`config.mk`:
```
export PLATFORM = sky130hd
export DESIGN_NAME = pbcsb_bridge
export DESIGN_NICKNAME = d
export VERILOG_FILES = /design/src/pbcsb_pkg.sv /design/src/pbcsb_bridge.sv
export VERILOG_INCLUDE_DIRS = /design/src
export SDC_FILE = /design/constraint.sdc
export NUM_CORES = 1
export LEC_CHECK = 0
export ABC_AREA = 0
export CORE_UTILIZATION = 37
export CTS_BUF_LIST = sky130_fd_sc_hd__clkbuf_4 sky130_fd_sc_hd__clkbuf_8
export CTS_CLUSTER_SIZE = 20
export DETAILED_ROUTE_END_ITERATION = 7
export DONT_BUFFER_PORTS = 1
export GPL_ROUTABILITY_DRIVEN = 0
export PLACE_DENSITY = 0.56
export SLEW_MARGIN = 20
export SYNTH_ARGS = -nofsm -noshare
export SYNTH_HDL_FRONTEND = slang
export SYNTH_SLANG_ARGS = --single-unit
```
`constraint.sdc`:
```
create_clock -name SYS_CLK -period 6.3 [get_ports SYS_CLK]
set_input_delay 1.26 -clock SYS_CLK [delete_from_list [all_inputs] [get_ports SYS_CLK]]
set_output_delay 1.26 -clock SYS_CLK [all_outputs]
set_load 0.02 [all_outputs]
```
`src/pbcsb_defines.svh`:
```
`ifndef PBCSB_DEFINES_SVH
`define PBCSB_DEFINES_SVH
// Summary of operation
// Data passes both directions bit-exact.
// Control bits C0, C1 forwarded unchanged.
// Cache register window asserts select, bits 3:1.
// Relocate only when control bit 5 set.
// Read/pause and write/byte treated alike.
// Address bit zero forwarded unchanged.
// Limits check bits 17:13; valid address output.
// Master sync on valid address sets request.
// Cache acknowledge clears the request flag.
// Drive enable rises with the request.
// Memory or register address given to cache.
// Cache accepts write data then signals done.
// Read data chosen by register select.
// Read data held on done rising edge.
// Held data drives bus when not map access.
// Done falling edge sets slave sync flag.
// Master sync negation drops drive enable.
// Parity latched with data, gated C1, limits.
// Parity line only with flag and enable.
// Cache timeout blocks slave sync this cycle.
// Thirty-two 21-bit map registers, 64 addresses.
// High half bits 21:16, low 15:01.
// Outside limits and register window, no request to cache.
// Map register plus bits 12:1 forms address.
// Disabled relocation zeroes bits 21:18.
// Reset clears request, sync, timeout, parity flags.
`define PBCSB_CREG_LO 18'o777740
`define PBCSB_CREG_HI 18'o777752
`define PBCSB_MAP_LO 18'o770200
`define PBCSB_MAP_HI 18'o770376
`define PBCSB_RELOC_BIT 5
`define PBCSB_MAP_DELAY_NS 70
`define PBCSB_CLK_NS 100
`define PBCSB_MAP_DELAY_CYC ((`PBCSB_MAP_DELAY_NS + `PBCSB_CLK_NS - 1) / `PBCSB_CLK_NS)
`endif

```
`src/pbcsb_pkg.sv`:
```
package pbcsb_pkg;
  typedef struct packed {
    logic c1;
    logic c0;
    logic [17:0] addr;
    logic [15:0] data;
  } pbcsb_bus_req_t;
  typedef enum logic [1:0] {PBCSB_IDLE, PBCSB_WAIT, PBCSB_DONE} pbcsb_state_t;
endpackage

```
`src/pbcsb_bridge.sv`:
```
`timescale 1ns/1ns
`include "pbcsb_defines.svh"
module pbcsb_bridge
  import pbcsb_pkg::*;
(
  input wire logic SYS_CLK,
  input wire logic RST_N,
  input wire logic BUS_MSYN,
  input wire logic BUS_C0,
  input wire logic BUS_C1,
  input wire logic [17:0] BUS_ADDR,
  input wire logic [15:0] BUS_DATA_IN,
  input wire logic [4:0] UPPER_LIMIT,
  input wire logic [4:0] LOWER_LIMIT,
  input wire logic RELOCATION_ENABLE,
  input wire logic CACHE_ACK,
  input wire logic CACHE_DONE,
  input wire logic CACHE_TIMEOUT,
  input wire logic CACHE_BAD_PARITY,
  input wire logic [15:0] MEMORY_READ_DATA,
  input wire logic [15:0] CACHE_REGISTER_DATA,
  output logic [15:0] BUS_DATA_OUT,
  output logic BUS_DATA_OE_N,
  output logic BUS_SSYN,
  output logic BUS_PB,
  output logic BUS_REQUEST_FLAG,
  output logic VALID_CACHE_ADDRESS,
  output logic CACHE_REG_SELECT,
  output logic [21:0] CACHE_ADDR,
  output logic [2:0] CACHE_REG_ADDR,
  output logic CACHE_C0,
  output logic CACHE_C1,
  output logic [15:0] CACHE_WDATA,
  output logic PARITY_FLAG_OUT
);
  // Handshake inputs come from another domain: three stages, change accepted when the last two agree.
  // Order in the filtered vector: master sync, cache done, cache timeout, cache acknowledge.
  localparam int N_SYNC = 4;
  logic [N_SYNC-1:0] async_in;
  logic [N_SYNC-1:0] async_filt;
  logic msyn;
  logic done;
  logic tmo;
  logic ack;
  logic done_q;
  pbcsb_bus_req_t req;
  logic [20:0] map_mem [0:31];
  logic [4:0] reg_cnt;
  logic map_written;
  logic par_latch;
  logic ssyn_flag;
  logic tmo_flag;
  logic enbus;
  logic [15:0] read_data_hold;
  logic in_limits;
  logic creg_hit;
  logic map_hit;
  logic valid_addr;
  logic [4:0] map_idx;
  logic [20:0] map_entry;
  logic [21:0] reloc_addr;
  logic [15:0] map_rdata;
  logic [15:0] next_bus_data;
  logic done_rise;
  logic done_fall;
  logic map_ready;
  logic par_flag;

  assign async_in = {CACHE_ACK, CACHE_TIMEOUT, CACHE_DONE, BUS_MSYN};

  genvar gi;
  generate
    for (gi = 0; gi < N_SYNC; gi++)
    begin : g_sync
      logic [2:0] stage;
      logic filt;
      always_ff @(posedge SYS_CLK or negedge RST_N)
      begin
        if (!RST_N)
        begin
          stage <= 3'h0;
          filt <= 1'b0;
        end
        else
        begin
          stage <= {stage[1:0], async_in[gi]};
          // A single disagreeing sample is a glitch or a late edge and leaves the level alone.
          if (stage[1] == stage[2])
            filt <= stage[2];
        end
      end
      assign async_filt[gi] = filt;
    end
  endgenerate

  assign msyn = async_filt[0];
  assign done = async_filt[1];
  assign tmo = async_filt[2];
  assign ack = async_filt[3];

  // One inclusive compare serves both the cache register window and the map register block.
  function automatic logic in_window(input logic [17:0] a, input logic [17:0] lo, input logic [17:0] hi);
    return (a >= lo) && (a <= hi);
  endfunction

  // Address and data are held stable by the master while sync is asserted.
  assign req = '{c1: BUS_C1, c0: BUS_C0, addr: BUS_ADDR, data: BUS_DATA_IN};
  assign creg_hit = in_window(req.addr, `PBCSB_CREG_LO, `PBCSB_CREG_HI);
  assign map_hit = in_window(req.addr, `PBCSB_MAP_LO, `PBCSB_MAP_HI);
  assign in_limits = (req.addr[17:13] < UPPER_LIMIT) && (req.addr[17:13] >= LOWER_LIMIT);
  assign valid_addr = in_limits || creg_hit;
  assign map_idx = map_hit ? req.addr[6:2] : req.addr[17:13];
  assign map_entry = map_mem[map_idx];
  // Relocation adds the entry (bits 21:1) to bits 12:1; disabled passes with 21:18 at zero.
  assign reloc_addr = RELOCATION_ENABLE
    ? {map_entry + {9'h000, req.addr[12:1]}, req.addr[0]}
    : {4'h0, req.addr};
  // Low half holds bits 15:1 with bit 0 read as zero; high half reads bits 21:16.
  assign map_rdata = req.addr[1] ? {10'h000, map_entry[20:15]} : {map_entry[14:0], 1'b0};
  assign next_bus_data = map_hit ? map_rdata : read_data_hold;
  assign done_rise = done && !done_q;
  assign done_fall = !done && done_q;
  assign map_ready = map_hit && msyn && (reg_cnt == 5'(`PBCSB_MAP_DELAY_CYC));
  assign par_flag = par_latch && !req.c1 && in_limits;

  always_ff @(posedge SYS_CLK or negedge RST_N)
  begin
    if (!RST_N)
    begin
      done_q <= 1'b0;
      reg_cnt <= 5'h00;
      map_written <= 1'b0;
    end
    else
    begin
      done_q <= done;
      if (!msyn || !map_hit)
        reg_cnt <= 5'h00;
      else if (reg_cnt != 5'(`PBCSB_MAP_DELAY_CYC))
        reg_cnt <= reg_cnt + 5'h01;
      map_written <= map_hit && msyn;
    end
  end

  // Map entries are undefined at power-up, so they carry no reset.
  always_ff @(posedge SYS_CLK)
  begin
    if (map_hit && msyn && !map_written && req.c1)
    begin
      if (req.addr[1])
        map_mem[map_idx][20:15] <= req.data[5:0];
      else
        map_mem[map_idx][14:0] <= req.data[15:1];
    end
  end

  // Set wins over clear; enbus keeps the request from rising again after the acknowledge.
  always_ff @(posedge SYS_CLK or negedge RST_N)
  begin
    if (!RST_N)
      BUS_REQUEST_FLAG <= 1'b0;
    else if (msyn && valid_addr && !enbus)
      BUS_REQUEST_FLAG <= 1'b1;
    else if (ack)
      BUS_REQUEST_FLAG <= 1'b0;
  end

  always_ff @(posedge SYS_CLK or negedge RST_N)
  begin
    if (!RST_N)
      enbus <= 1'b0;
    else if (!msyn)
      enbus <= 1'b0;
    else if ((valid_addr && !ack) || map_hit)
      enbus <= 1'b1;
  end

  always_ff @(posedge SYS_CLK or negedge RST_N)
  begin
    if (!RST_N)
    begin
      read_data_hold <= 16'h0000;
      par_latch <= 1'b0;
    end
    else if (done_rise)
    begin
      read_data_hold <= CACHE_REG_SELECT ? CACHE_REGISTER_DATA : MEMORY_READ_DATA;
      par_latch <= CACHE_BAD_PARITY;
    end
    else if (!msyn)
    begin
      read_data_hold <= 16'h0000;
      par_latch <= 1'b0;
    end
  end

  always_ff @(posedge SYS_CLK or negedge RST_N)
  begin
    if (!RST_N)
      ssyn_flag <= 1'b0;
    else if (done_fall || map_ready)
      ssyn_flag <= 1'b1;
    else if (!msyn)
      ssyn_flag <= 1'b0;
  end

  always_ff @(posedge SYS_CLK or negedge RST_N)
  begin
    if (!RST_N)
      tmo_flag <= 1'b0;
    else if (tmo)
      tmo_flag <= 1'b1;
    else if (!msyn)
      tmo_flag <= 1'b0;
  end

  // Every output has its own register so that no pin is driven through logic.
  always_ff @(posedge SYS_CLK or negedge RST_N)
  begin
    if (!RST_N)
    begin
      BUS_DATA_OUT <= 16'h0000;
    end
    else
    begin
      BUS_DATA_OUT <= next_bus_data;
    end
  end

  always_ff @(posedge SYS_CLK or negedge RST_N)
  begin
    if (!RST_N)
    begin
      BUS_DATA_OE_N <= 1'b1;
    end
    else
    begin
      BUS_DATA_OE_N <= !(enbus && msyn && !req.c1);
    end
  end

  always_ff @(posedge SYS_CLK or negedge RST_N)
  begin
    if (!RST_N)
    begin
      BUS_SSYN <= 1'b0;
    end
    else
    begin
      BUS_SSYN <= enbus && msyn && ssyn_flag && !tmo_flag && !tmo;
    end
  end

  always_ff @(posedge SYS_CLK or negedge RST_N)
  begin
    if (!RST_N)
    begin
      BUS_PB <= 1'b0;
    end
    else
    begin
      BUS_PB <= par_flag && enbus && msyn;
    end
  end

  always_ff @(posedge SYS_CLK or negedge RST_N)
  begin
    if (!RST_N)
    begin
      VALID_CACHE_ADDRESS <= 1'b0;
    end
    else
    begin
      VALID_CACHE_ADDRESS <= valid_addr;
    end
  end

  always_ff @(posedge SYS_CLK or negedge RST_N)
  begin
    if (!RST_N)
    begin
      CACHE_REG_SELECT <= 1'b0;
    end
    else
    begin
      CACHE_REG_SELECT <= creg_hit;
    end
  end

  always_ff @(posedge SYS_CLK or negedge RST_N)
  begin
    if (!RST_N)
    begin
      CACHE_ADDR <= 22'h000000;
    end
    else
    begin
      CACHE_ADDR <= reloc_addr;
    end
  end

  always_ff @(posedge SYS_CLK or negedge RST_N)
  begin
    if (!RST_N)
    begin
      CACHE_REG_ADDR <= 3'h0;
    end
    else
    begin
      CACHE_REG_ADDR <= req.addr[3:1];
    end
  end

  always_ff @(posedge SYS_CLK or negedge RST_N)
  begin
    if (!RST_N)
    begin
      CACHE_C0 <= 1'b0;
    end
    else
    begin
      CACHE_C0 <= req.c0;
    end
  end

  always_ff @(posedge SYS_CLK or negedge RST_N)
  begin
    if (!RST_N)
    begin
      CACHE_C1 <= 1'b0;
    end
    else
    begin
      CACHE_C1 <= req.c1;
    end
  end

  always_ff @(posedge SYS_CLK or negedge RST_N)
  begin
    if (!RST_N)
    begin
      CACHE_WDATA <= 16'h0000;
    end
    else
    begin
      CACHE_WDATA <= req.data;
    end
  end

  always_ff @(posedge SYS_CLK or negedge RST_N)
  begin
    if (!RST_N)
    begin
      PARITY_FLAG_OUT <= 1'b0;
    end
    else
    begin
      PARITY_FLAG_OUT <= par_flag;
    end
  end
endmodule

```
Yosys cells after proc, flatten, opt, wreduce, memory -nomap -nowiden:

Memory sizes are Yosys's and may differ from the RTL's.
Cells that the tools add are included.

* word-level logic and storage cells: 109
* bits in writable memories: 672
* register bits after elaboration: 109
* memories: 1

* add/sub/neg operators: 2
* equal/unequal tests: 10
* $lt $le $gt $ge: 6
* reductions and logical operators: 38
* mux-type cells: 23

Memory list
* map_mem: words 32, width 21, read ports 1, clocked after Yosys merged registers in 0, wr ports 1, RTL line pbcsb_bridge.sv:47 `logic [20:0] map_mem [0:31];`

Operator list (count)
* $mux 16: 5
* $ge 18x18->1 const B: 2
* $le 18x18->1 const B: 2
* $mux 22: 1
* $add 21x12->21: 1
* $logic_and 1x1->1: 21
* $mux 5: 3
* $mux 1: 14
* $logic_not 1->1: 11
* $ne 2x1->1 const B: 3
* $add 5x1->5 const B: 1
* $eq 5x1->1 const B: 1
* $ge 5x5->1: 1
* $lt 5x5->1: 1
* $ne 5x1->1 const B: 1
* $eq 1x1->1: 4
* $logic_or 1x1->1: 4
* $reduce_bool 2->1: 2
* $ne 2x2->1 const B: 1

Longest topological paths before layout:

Gate-level depths: netlist of the first run.

* word-level depth: 7
* depth in mapped cells: 28
* gate-level depth less buffers: 19

Least setup slack after synthesis of the first run:

No wires, ideal clock.

* path type: input to register
* from: in BUS_ADDR[8]
* to: reg CACHE_ADDR[19]
* arrival: 6282 ps
* path buffers: 8
* cell stages on the path: 26
* setup slack: -102 ps
* cell sequence: or4_4 buf_6 o41ai_4 buf_6 buf_12 buf_4 buf_4 buf_4 buf_2 clkbuf_1 nand2_1 a31oi_1 o22ai_1 nor4_1 ha_1 inv_1 fa_1 nor2b_1 o21ai_0 a21boi_0 o211a_1 o21ai_0 a21oi_1 o21a_1 a31oi_1 a41o_1

* longest elaborated chain between the ends: 6
* elaborated cells on any way between the ends: 7
* classes of those cells: add/sub: 1; order compare: 2; mux: 2; reduce/logical: 1; memory: 1

RTL lines
* start, declared: RTL line pbcsb_bridge.sv:11 `input wire logic [17:0] BUS_ADDR,`
* $ge 18x18->1 / $le 18x18->1 (equally long branches): RTL line pbcsb_bridge.sv:103 `return (a >= lo) && (a <= hi);`
* $logic_and 1x1->1: RTL line pbcsb_bridge.sv:103
* $mux 5: RTL line pbcsb_bridge.sv:112 `assign map_idx = map_hit ? req.addr[6:2] : req.addr[17:13];`
* $mem_v2 32x21
* $add 21x12->21 *: RTL line pbcsb_bridge.sv:116 `? {map_entry + {9'h000, req.addr[12:1]}, req.addr[0]}`
* $mux 22 *: RTL line pbcsb_bridge.sv:116
* via reloc_addr[19]: RTL line pbcsb_bridge.sv:61 `logic [21:0] reloc_addr;`
* end signal, assigned: RTL line pbcsb_bridge.sv:298 `CACHE_ADDR <= reloc_addr;`
* end, declared: RTL line pbcsb_bridge.sv:29 `output logic [21:0] CACHE_ADDR,`

The timed path passes the listed nets; every way through them passes the cells marked *.
A chain may end at the register's enable or synchronous reset.

Worst setup path in the final report of the first run:

* from: in BUS_ADDR[8]
* to: reg CACHE_ADDR[16]

Same word-level chain as after synthesis.

==> results of run 1 <==
## flip-flops by register name (all words and copies together), names as in the netlist, 2 cells and up
| signal | flops |
|---|---|
| g_sync.stage | 12 |
| read_data_hold | 16 |
| reg_cnt | 5 |
| CACHE_ADDR | 22 |
| CACHE_WDATA | 16 |
| CACHE_REG_ADDR | 3 |
| map_mem | 672 |
| BUS_DATA_OUT | 16 |
| g_sync.filt | 2 |
## per-layer routing
layer,vias to the layer above,global-route usage,routed length (um)
met5,-,0,0
met4,0,0.0539,1400
met3,111,0.0495,7200
met2,870,0.323,41600
met1,10400,0.284,38800
li1,9186,-,-
## critical path, delay by kind of cell
kind | cells | cell delay (ns)
xor gates and xnor gates | 1 | 0.21
buffers and inverters | 4 | 1.10
AOI/OAI and AO/OA | 8 | 1.95
adders and majority gates | 1 | 0.14
and+or+nand+nor | 6 | 1.75
## cell usage in the layout (no fill, tap or decap), types with 14 or more instances in the layout
master	n
mux2i_1	57
clkbuf_4	44
a31oi_1	97
o22ai_1	72
nor4_1	23
nor2_1	95
nand2_1	550
dfrtp_1	108
clkinv_1	18
a21oi_1	70
nand3_1	48
and3_1	101
inv_1	37
o311ai_0	14
edfxtp_1	672
clkbuf_8	137
o21ai_0	38
clkinv_2	22
ha_1	23
a32oi_1	32
buf_4	169
o211ai_1	14
## metrics by stage
step	area (um2)	instances	utilization	hold WS, ns
after global routing	36400	3766	0.433	0.0910
after global placement	33800	3527	0.401	0.339
after detailed placement	33800	3527	0.401	0.337
final	36500	3767	0.433	0.159
after floorplan	31700	2375	-	0.331
after CTS	36400	3765	0.433	0.0804
## power groups by stage
stage	Clock (W)	Combinational [W]	Sequential (W)
floorplan	0	0.000452	0.00588
global placement	0	0.000710	0.00590
finish	0.00451	0.000729	0.00579
global route	0.00482	0.000786	0.00580
CTS	0.00460	0.000722	0.00579
detailed placement	0	0.000719	0.00590
## layout make-up
class	count	area (um2)
Fill cell	7628	47800
Sequential cell	781	22900
Multi-Input combinational cell	1397	7900
Clock buffer	181	2220
Timing Repair Buffer	177	1430
Tap cell	1134	1420
Clock inverter	57	432
Inverter	38	143
Antenna cell	2	5.00
## cells by family after synthesis
logic type      after synthesis
compound gates              415
mux                          64
buf+inv                     197
simple gates                873
xor+xnor                     16
fa+ha+maj                    29
flops                       781
## path summary, 6_finish.rpt
check | cells past startpoint | end | slack, ns | from
min in group SYS_CLK | 0 | g_sync[3].stage[1] | 0.35 | g_sync[3].stage[0]
min | 0 | reg_cnt[3] | 0.16 | RST_N
max in group asynchronous | 0 | BUS_DATA_OE_N | 5.92 | RST_N
min reg2reg | 0 | g_sync[3].stage[1] | 0.35 | g_sync[3].stage[0]
max | 20 | CACHE_ADDR[16] | 0.53 | BUS_ADDR[8]
max reg2reg | 17 | CACHE_ADDR[13] | 2.22 | map_mem[10][2]
==> impl_metrics.env, run 1 <==
export IMPL_synth_area_um2=31700
export IMPL_synth_compound_area_frac=0.0900
export IMPL_grt_pass1_wl_mm=131
export IMPL_clkPwrFrac=0.409
export IMPL_cts_path_max_buffers=3
export IMPL_path_class="in2reg"
export IMPL_path_clk_slew_ns=0.06
export IMPL_period_needed_ns=5.77
export IMPL_drt_iter0_markers=1854
export IMPL_synth_top_family_by_area="simple AND/OR/NAND/NOR gates"
export IMPL_synth_seq_cells=781
export IMPL_synth_nets=2486
export IMPL_first_global_vias=20100
export IMPL_cts_hold_buf=0
export IMPL_yosys_warnings=0
export IMPL_power_w=0.0110
export IMPL_vias=20600
export IMPL_fp_row_count=106
export IMPL_ant_nets=0
export IMPL_yosysTopAreaCell="edfxtp_1"
export IMPL_p_sw_w=0.00265
export IMPL_nets=2636
export IMPL_status="completed"
export IMPL_wirelength_mm=89.0
export IMPL_cp_slowest_stage_delay_ns=0.62
export IMPL_synth_xor_area_frac=0.00442
export IMPL_cts_tree="done"
export IMPL_maxCapViolCount=0
export IMPL_grt_overflow=0
export IMPL_arrival_ns=6.43
export IMPL_dieArea_um2=86800
export IMPL_core_area_um2=84200
export IMPL_die_h_um=295
export IMPL_fin_crit_sh=0.916
export IMPL_clk_latency_ns=0.80
export IMPL_synthMuxAreaShare=0.0205
export IMPL_slowest_stage="nor4_1"
export IMPL_cp_max_fo=38
export IMPL_hold_path_class="in2async"
export IMPL_fin_skew_ns=0.0508
export IMPL_areaGrowthSynthToFinish_pct=15.1
export IMPL_syn_area_per_cell_um2=13.3
export IMPL_grt_max_degree=129
export IMPL_htree_num_levels=4
export IMPL_synth_cell_types=83
export IMPL_die_x_um=295
export IMPL_p_per_area_nw_per_um2=303
export IMPL_dp_hpwl_mm=56.0
export IMPL_antenna_found_initial=1
export IMPL_crit_path_end_kind="flip-flop"
export IMPL_post_drt_wl_per_cell_um=23.6
export IMPL_ir_drop_mv=0.183
export IMPL_comb_power_share=0.066
export IMPL_drcViolationCount=0
export IMPL_crit_path_start_kind="input pin"
export IMPL_synth_simple_area_share=0.122
export IMPL_port_buffers=0
export IMPL_layout_drive_gt1_share=0.164
export IMPL_postCtsSetupRepairBufs=0
export IMPL_synth_top_area_share=0.637
export IMPL_clock_sinks=781
export IMPL_crit_chain="or4_4 > o41ai_4 > buf_12 > buf_4 > nand2_1 > and3_1 > a31oi_1 > o22ai_1 > nor4_1 > buf_4 > ha_1 > nand2_1 > o21ai_0 > a31oi_1 > o21ai_0 > o21ai_0 > buf_4 > nor4_1 > xor2_1 > a21oi_1"
export IMPL_synth_commonest_cells="672 x edfxtp_1, 550 x nand2_1, 108 x dfrtp_1"
export IMPL_slew_headroom=0.303
export IMPL_synth_most_common_cell="edfxtp_1"
export IMPL_ys_flop_type="edfxtp_1"
export IMPL_fmax_mhz=173
export IMPL_cp_required_ns=6.95
export IMPL_synth_edf_count=672
export IMPL_p_leak_nw=13.2
export IMPL_netlist_instances=2375
export IMPL_grtUsageTotal=0.205
export IMPL_tns_ns=0
export IMPL_finalHoldViolCount=0
export IMPL_fin_ws_ns=0.528
export IMPL_finalMaxSlewViolations=0
export IMPL_post_cts_resized=0
export IMPL_ys_top_cells_by_area="edfxtp_1 64%, dfrtp_1 8.5%, nand2_1 6.5%"
export IMPL_ys_async_sr_fraction=0.140
export IMPL_seqPwrFrac=0.525
export IMPL_rsz0062_at_grt="no"
export IMPL_setup_viol=0
export IMPL_yosysSeqAreaShare=0.723
export IMPL_synth_fa_ha_area_frac=0.0114
export IMPL_preCtsSetupSlack_ns=-0.199
export IMPL_worst_pin_slew_ns=1.04
export IMPL_firstDrtPassIters=5
export IMPL_viasPerCell=5.46
export IMPL_cts_buffers=130
export IMPL_p_sw_frac=0.240
export IMPL_root_buffer="clkbuf_8"
export IMPL_start_util=0.376
export IMPL_pin_count=152
export IMPL_internal_power_w=0.00838
No activity file was read; power rests on OpenSTA's default activity.
==> inputs of run 2 (changes only) <==
--- a/config.mk
+++ b/config.mk
@@ -7,13 +7,13 @@
 export NUM_CORES = 1
 export LEC_CHECK = 0
 export ABC_AREA = 0
-export CORE_UTILIZATION = 37
+export CORE_UTILIZATION = 47
 export CTS_BUF_LIST = sky130_fd_sc_hd__clkbuf_4 sky130_fd_sc_hd__clkbuf_8
 export CTS_CLUSTER_SIZE = 20
 export DETAILED_ROUTE_END_ITERATION = 7
 export DONT_BUFFER_PORTS = 1
 export GPL_ROUTABILITY_DRIVEN = 0
-export PLACE_DENSITY = 0.56
+export PLACE_DENSITY = 0.67
 export SLEW_MARGIN = 20
 export SYNTH_ARGS = -nofsm -noshare
 export SYNTH_HDL_FRONTEND = slang
==> run 2 against run 1 <==
Against the previous run: count of clock-buffer cells in the layout decreased by 8; critical path depth decreased by 1; largest cell class unchanged; via count increased by 0.27%; critical path type unchanged; cell area decreased by 2.3%; power decreased by 2.0%; wire length decreased by 5.6%.
==> impl_metrics.env, run 2 (same netlist as run 1, synthesis figures left out) <==
export IMPL_areaGrowthSynthToFinish_pct=12.4
export IMPL_start_util=0.478
export IMPL_hold_path_class="in2async"
export IMPL_status="completed"
export IMPL_root_buffer="clkbuf_8"
export IMPL_ant_nets=0
export IMPL_layout_commonest_cell="edfxtp_1"
export IMPL_crit_path_end_kind="flip-flop"
export IMPL_finalHoldViolCount=0
export IMPL_period_needed_ns=5.70
export IMPL_htree_num_levels=3
export IMPL_p_sw_w=0.00254
export IMPL_whs_ns=0.164
export IMPL_grt_pass1_wl_mm=124
export IMPL_largest_reg_flops=672
export IMPL_cts_path_max_buffers=3
export IMPL_comb_power_share=0.064
export IMPL_fp_row_count=94
export IMPL_p_sw_frac=0.235
export IMPL_fmax_mhz=175
export IMPL_rsz0062_at_grt="no"
export IMPL_post_drt_wl_per_cell_um=24.4
export IMPL_arrival_ns=6.38
export IMPL_worst_pin_slew_ns=0.997
export IMPL_rr_endpoint="CACHE_ADDR[19]"
export IMPL_grt_overflow=0
export IMPL_place_inst=3208
export IMPL_clock_sinks=781
export IMPL_cts_buffers=119
export IMPL_port_buffers=0
export IMPL_ir_drop_mv=0.188
export IMPL_grtUsageTotal=0.244
export IMPL_antenna_found_initial=3
export IMPL_fin_skew_ns=0.0851
export IMPL_p_per_area_nw_per_um2=304
export IMPL_dieArea_um2=68400
export IMPL_drt_iter0_markers=2650
export IMPL_reg_largest_list="map_mem x672, CACHE_ADDR x22"
export IMPL_nets=2576
export IMPL_seqPwrFrac=0.535
export IMPL_fin_crit_sh=0.905
export IMPL_final_cell_mix="672 x edfxtp_1, 550 x nand2_1, 134 x clkbuf_8"
export IMPL_drcViolationCount=0
export IMPL_reg2reg_setup_slack_ns=2.36
export IMPL_finalMaxSlewViolations=0
export IMPL_path_class="in2reg"
export IMPL_cts_tree="done"
export IMPL_setup_viol=0
export IMPL_p_leak_nw=12.8
export IMPL_viasPerCell=6.00
export IMPL_maxCapViolCount=0
export IMPL_finalNonFillerCells=3438
export IMPL_postCtsSetupRepairBufs=0
export IMPL_largest_register="map_mem"
export IMPL_slew_headroom=0.335
export IMPL_cts_hold_buf=0
export IMPL_wirelength_mm=84.0
export IMPL_die_x_um=262
export IMPL_clk_latency_ns=0.78
export IMPL_startpoint="BUS_ADDR[8]"
export IMPL_dp_hpwl_mm=51.9
export IMPL_die_h_um=262
export IMPL_grt_max_degree=110
export IMPL_internal_power_w=0.00828
export IMPL_crit_end="CACHE_ADDR[18]"
export IMPL_clkPwrFrac=0.401
export IMPL_cp_max_fo=39
export IMPL_r2r_cells=17
export IMPL_crit_path_start_kind="input pin"
export IMPL_core_area_um2=66200
export IMPL_cp_required_ns=6.98
export IMPL_first_global_vias=19700
export IMPL_pin_count=152
export IMPL_path_clk_slew_ns=0.07
export IMPL_worstReg2RegStart="map_mem[24][0]"
export IMPL_layout_drive_gt1_share=0.142
export IMPL_vias=20600
export IMPL_firstDrtPassIters=7
export IMPL_post_cts_resized=0
-- run 2: per-layer routing --
metal  part of all wire  track usage
met4              0.024       0.0788
met3               0.10       0.0507
met2               0.47        0.383
met1               0.40        0.342
met5                  0            0
-- run 2: cell type report --
type | count | area [um2]
Sequential cell | 781 | 22900
Clock buffer | 173 | 2140
Multi-Input combinational cell | 1397 | 7900
Inverter | 38 | 143
Tap cell | 864 | 1080
Fill cell | 5397 | 30600
Antenna cell | 5 | 12.5
Timing Repair Buffer | 128 | 1020
Clock inverter | 52 | 397
-- run 2: worst min path at each step --
stage,startpoint,to,slack [ns],depth (start not counted)
4_1_cts,RST_N,reg_cnt[1],0.11,0
3_5_place_dp,g_sync[2].stage[0],g_sync[2].stage[1],0.34,0
3_3_place_gp,g_sync[1].stage[0],g_sync[1].stage[1],0.33,0
6_report,RST_N,reg_cnt[0],0.16,0
2_1_floorplan,g_sync[0].stage[0],g_sync[0].stage[1],0.33,0
5_1_grt,RST_N,read_data_hold[10],0.13,0
-- run 2: power by group through the flow --
| stage | registers, W | logic, W | clock network [W] |
|---|---|---|---|
| 3_3_place_gp | 0.00590 | 0.000661 | 0 |
| 6_report | 0.00579 | 0.000688 | 0.00434 |
| 3_5_place_dp | 0.00590 | 0.000672 | 0 |
| 5_1_grt | 0.00580 | 0.000737 | 0.00459 |
| 4_1_cts | 0.00579 | 0.000675 | 0.00437 |
| 2_1_floorplan | 0.00588 | 0.000452 | 0 |
-- run 2: worst max-delay path, cell delays in order --
cell	delay [ns]
or4_4	0.59
o41ai_4	0.45
buf_12	0.26
buf_4	0.42
nand2_1	0.11
and3_1	0.20
a31oi_1	0.35
o22ai_1	0.13
nor4_1	0.44
buf_4	0.22
ha_1	0.18
nand2_1	0.06
o21ai_0	0.22
a31oi_1	0.15
o21ai_0	0.28
o21ai_0	0.25
nand2b_1	0.22
or4_1	0.39
a21oi_1	0.17
-- run 2: through the flow --
stage	total power (W)	setup slack, ns	setup TNS [ns]	area, um2	utilization
2_1_floorplan	0.00633	0.0162	0	31700	-
3_3_place_gp	0.00656	0.0460	0	33100	0.499
3_5_place_dp	0.00657	-0.00933	-0.00933	33100	0.499
4_1_cts	0.0108	0.783	0	35600	0.537
5_1_grt	0.0111	0.336	0	35600	0.538
6_report	0.0108	0.598	0	35600	0.538
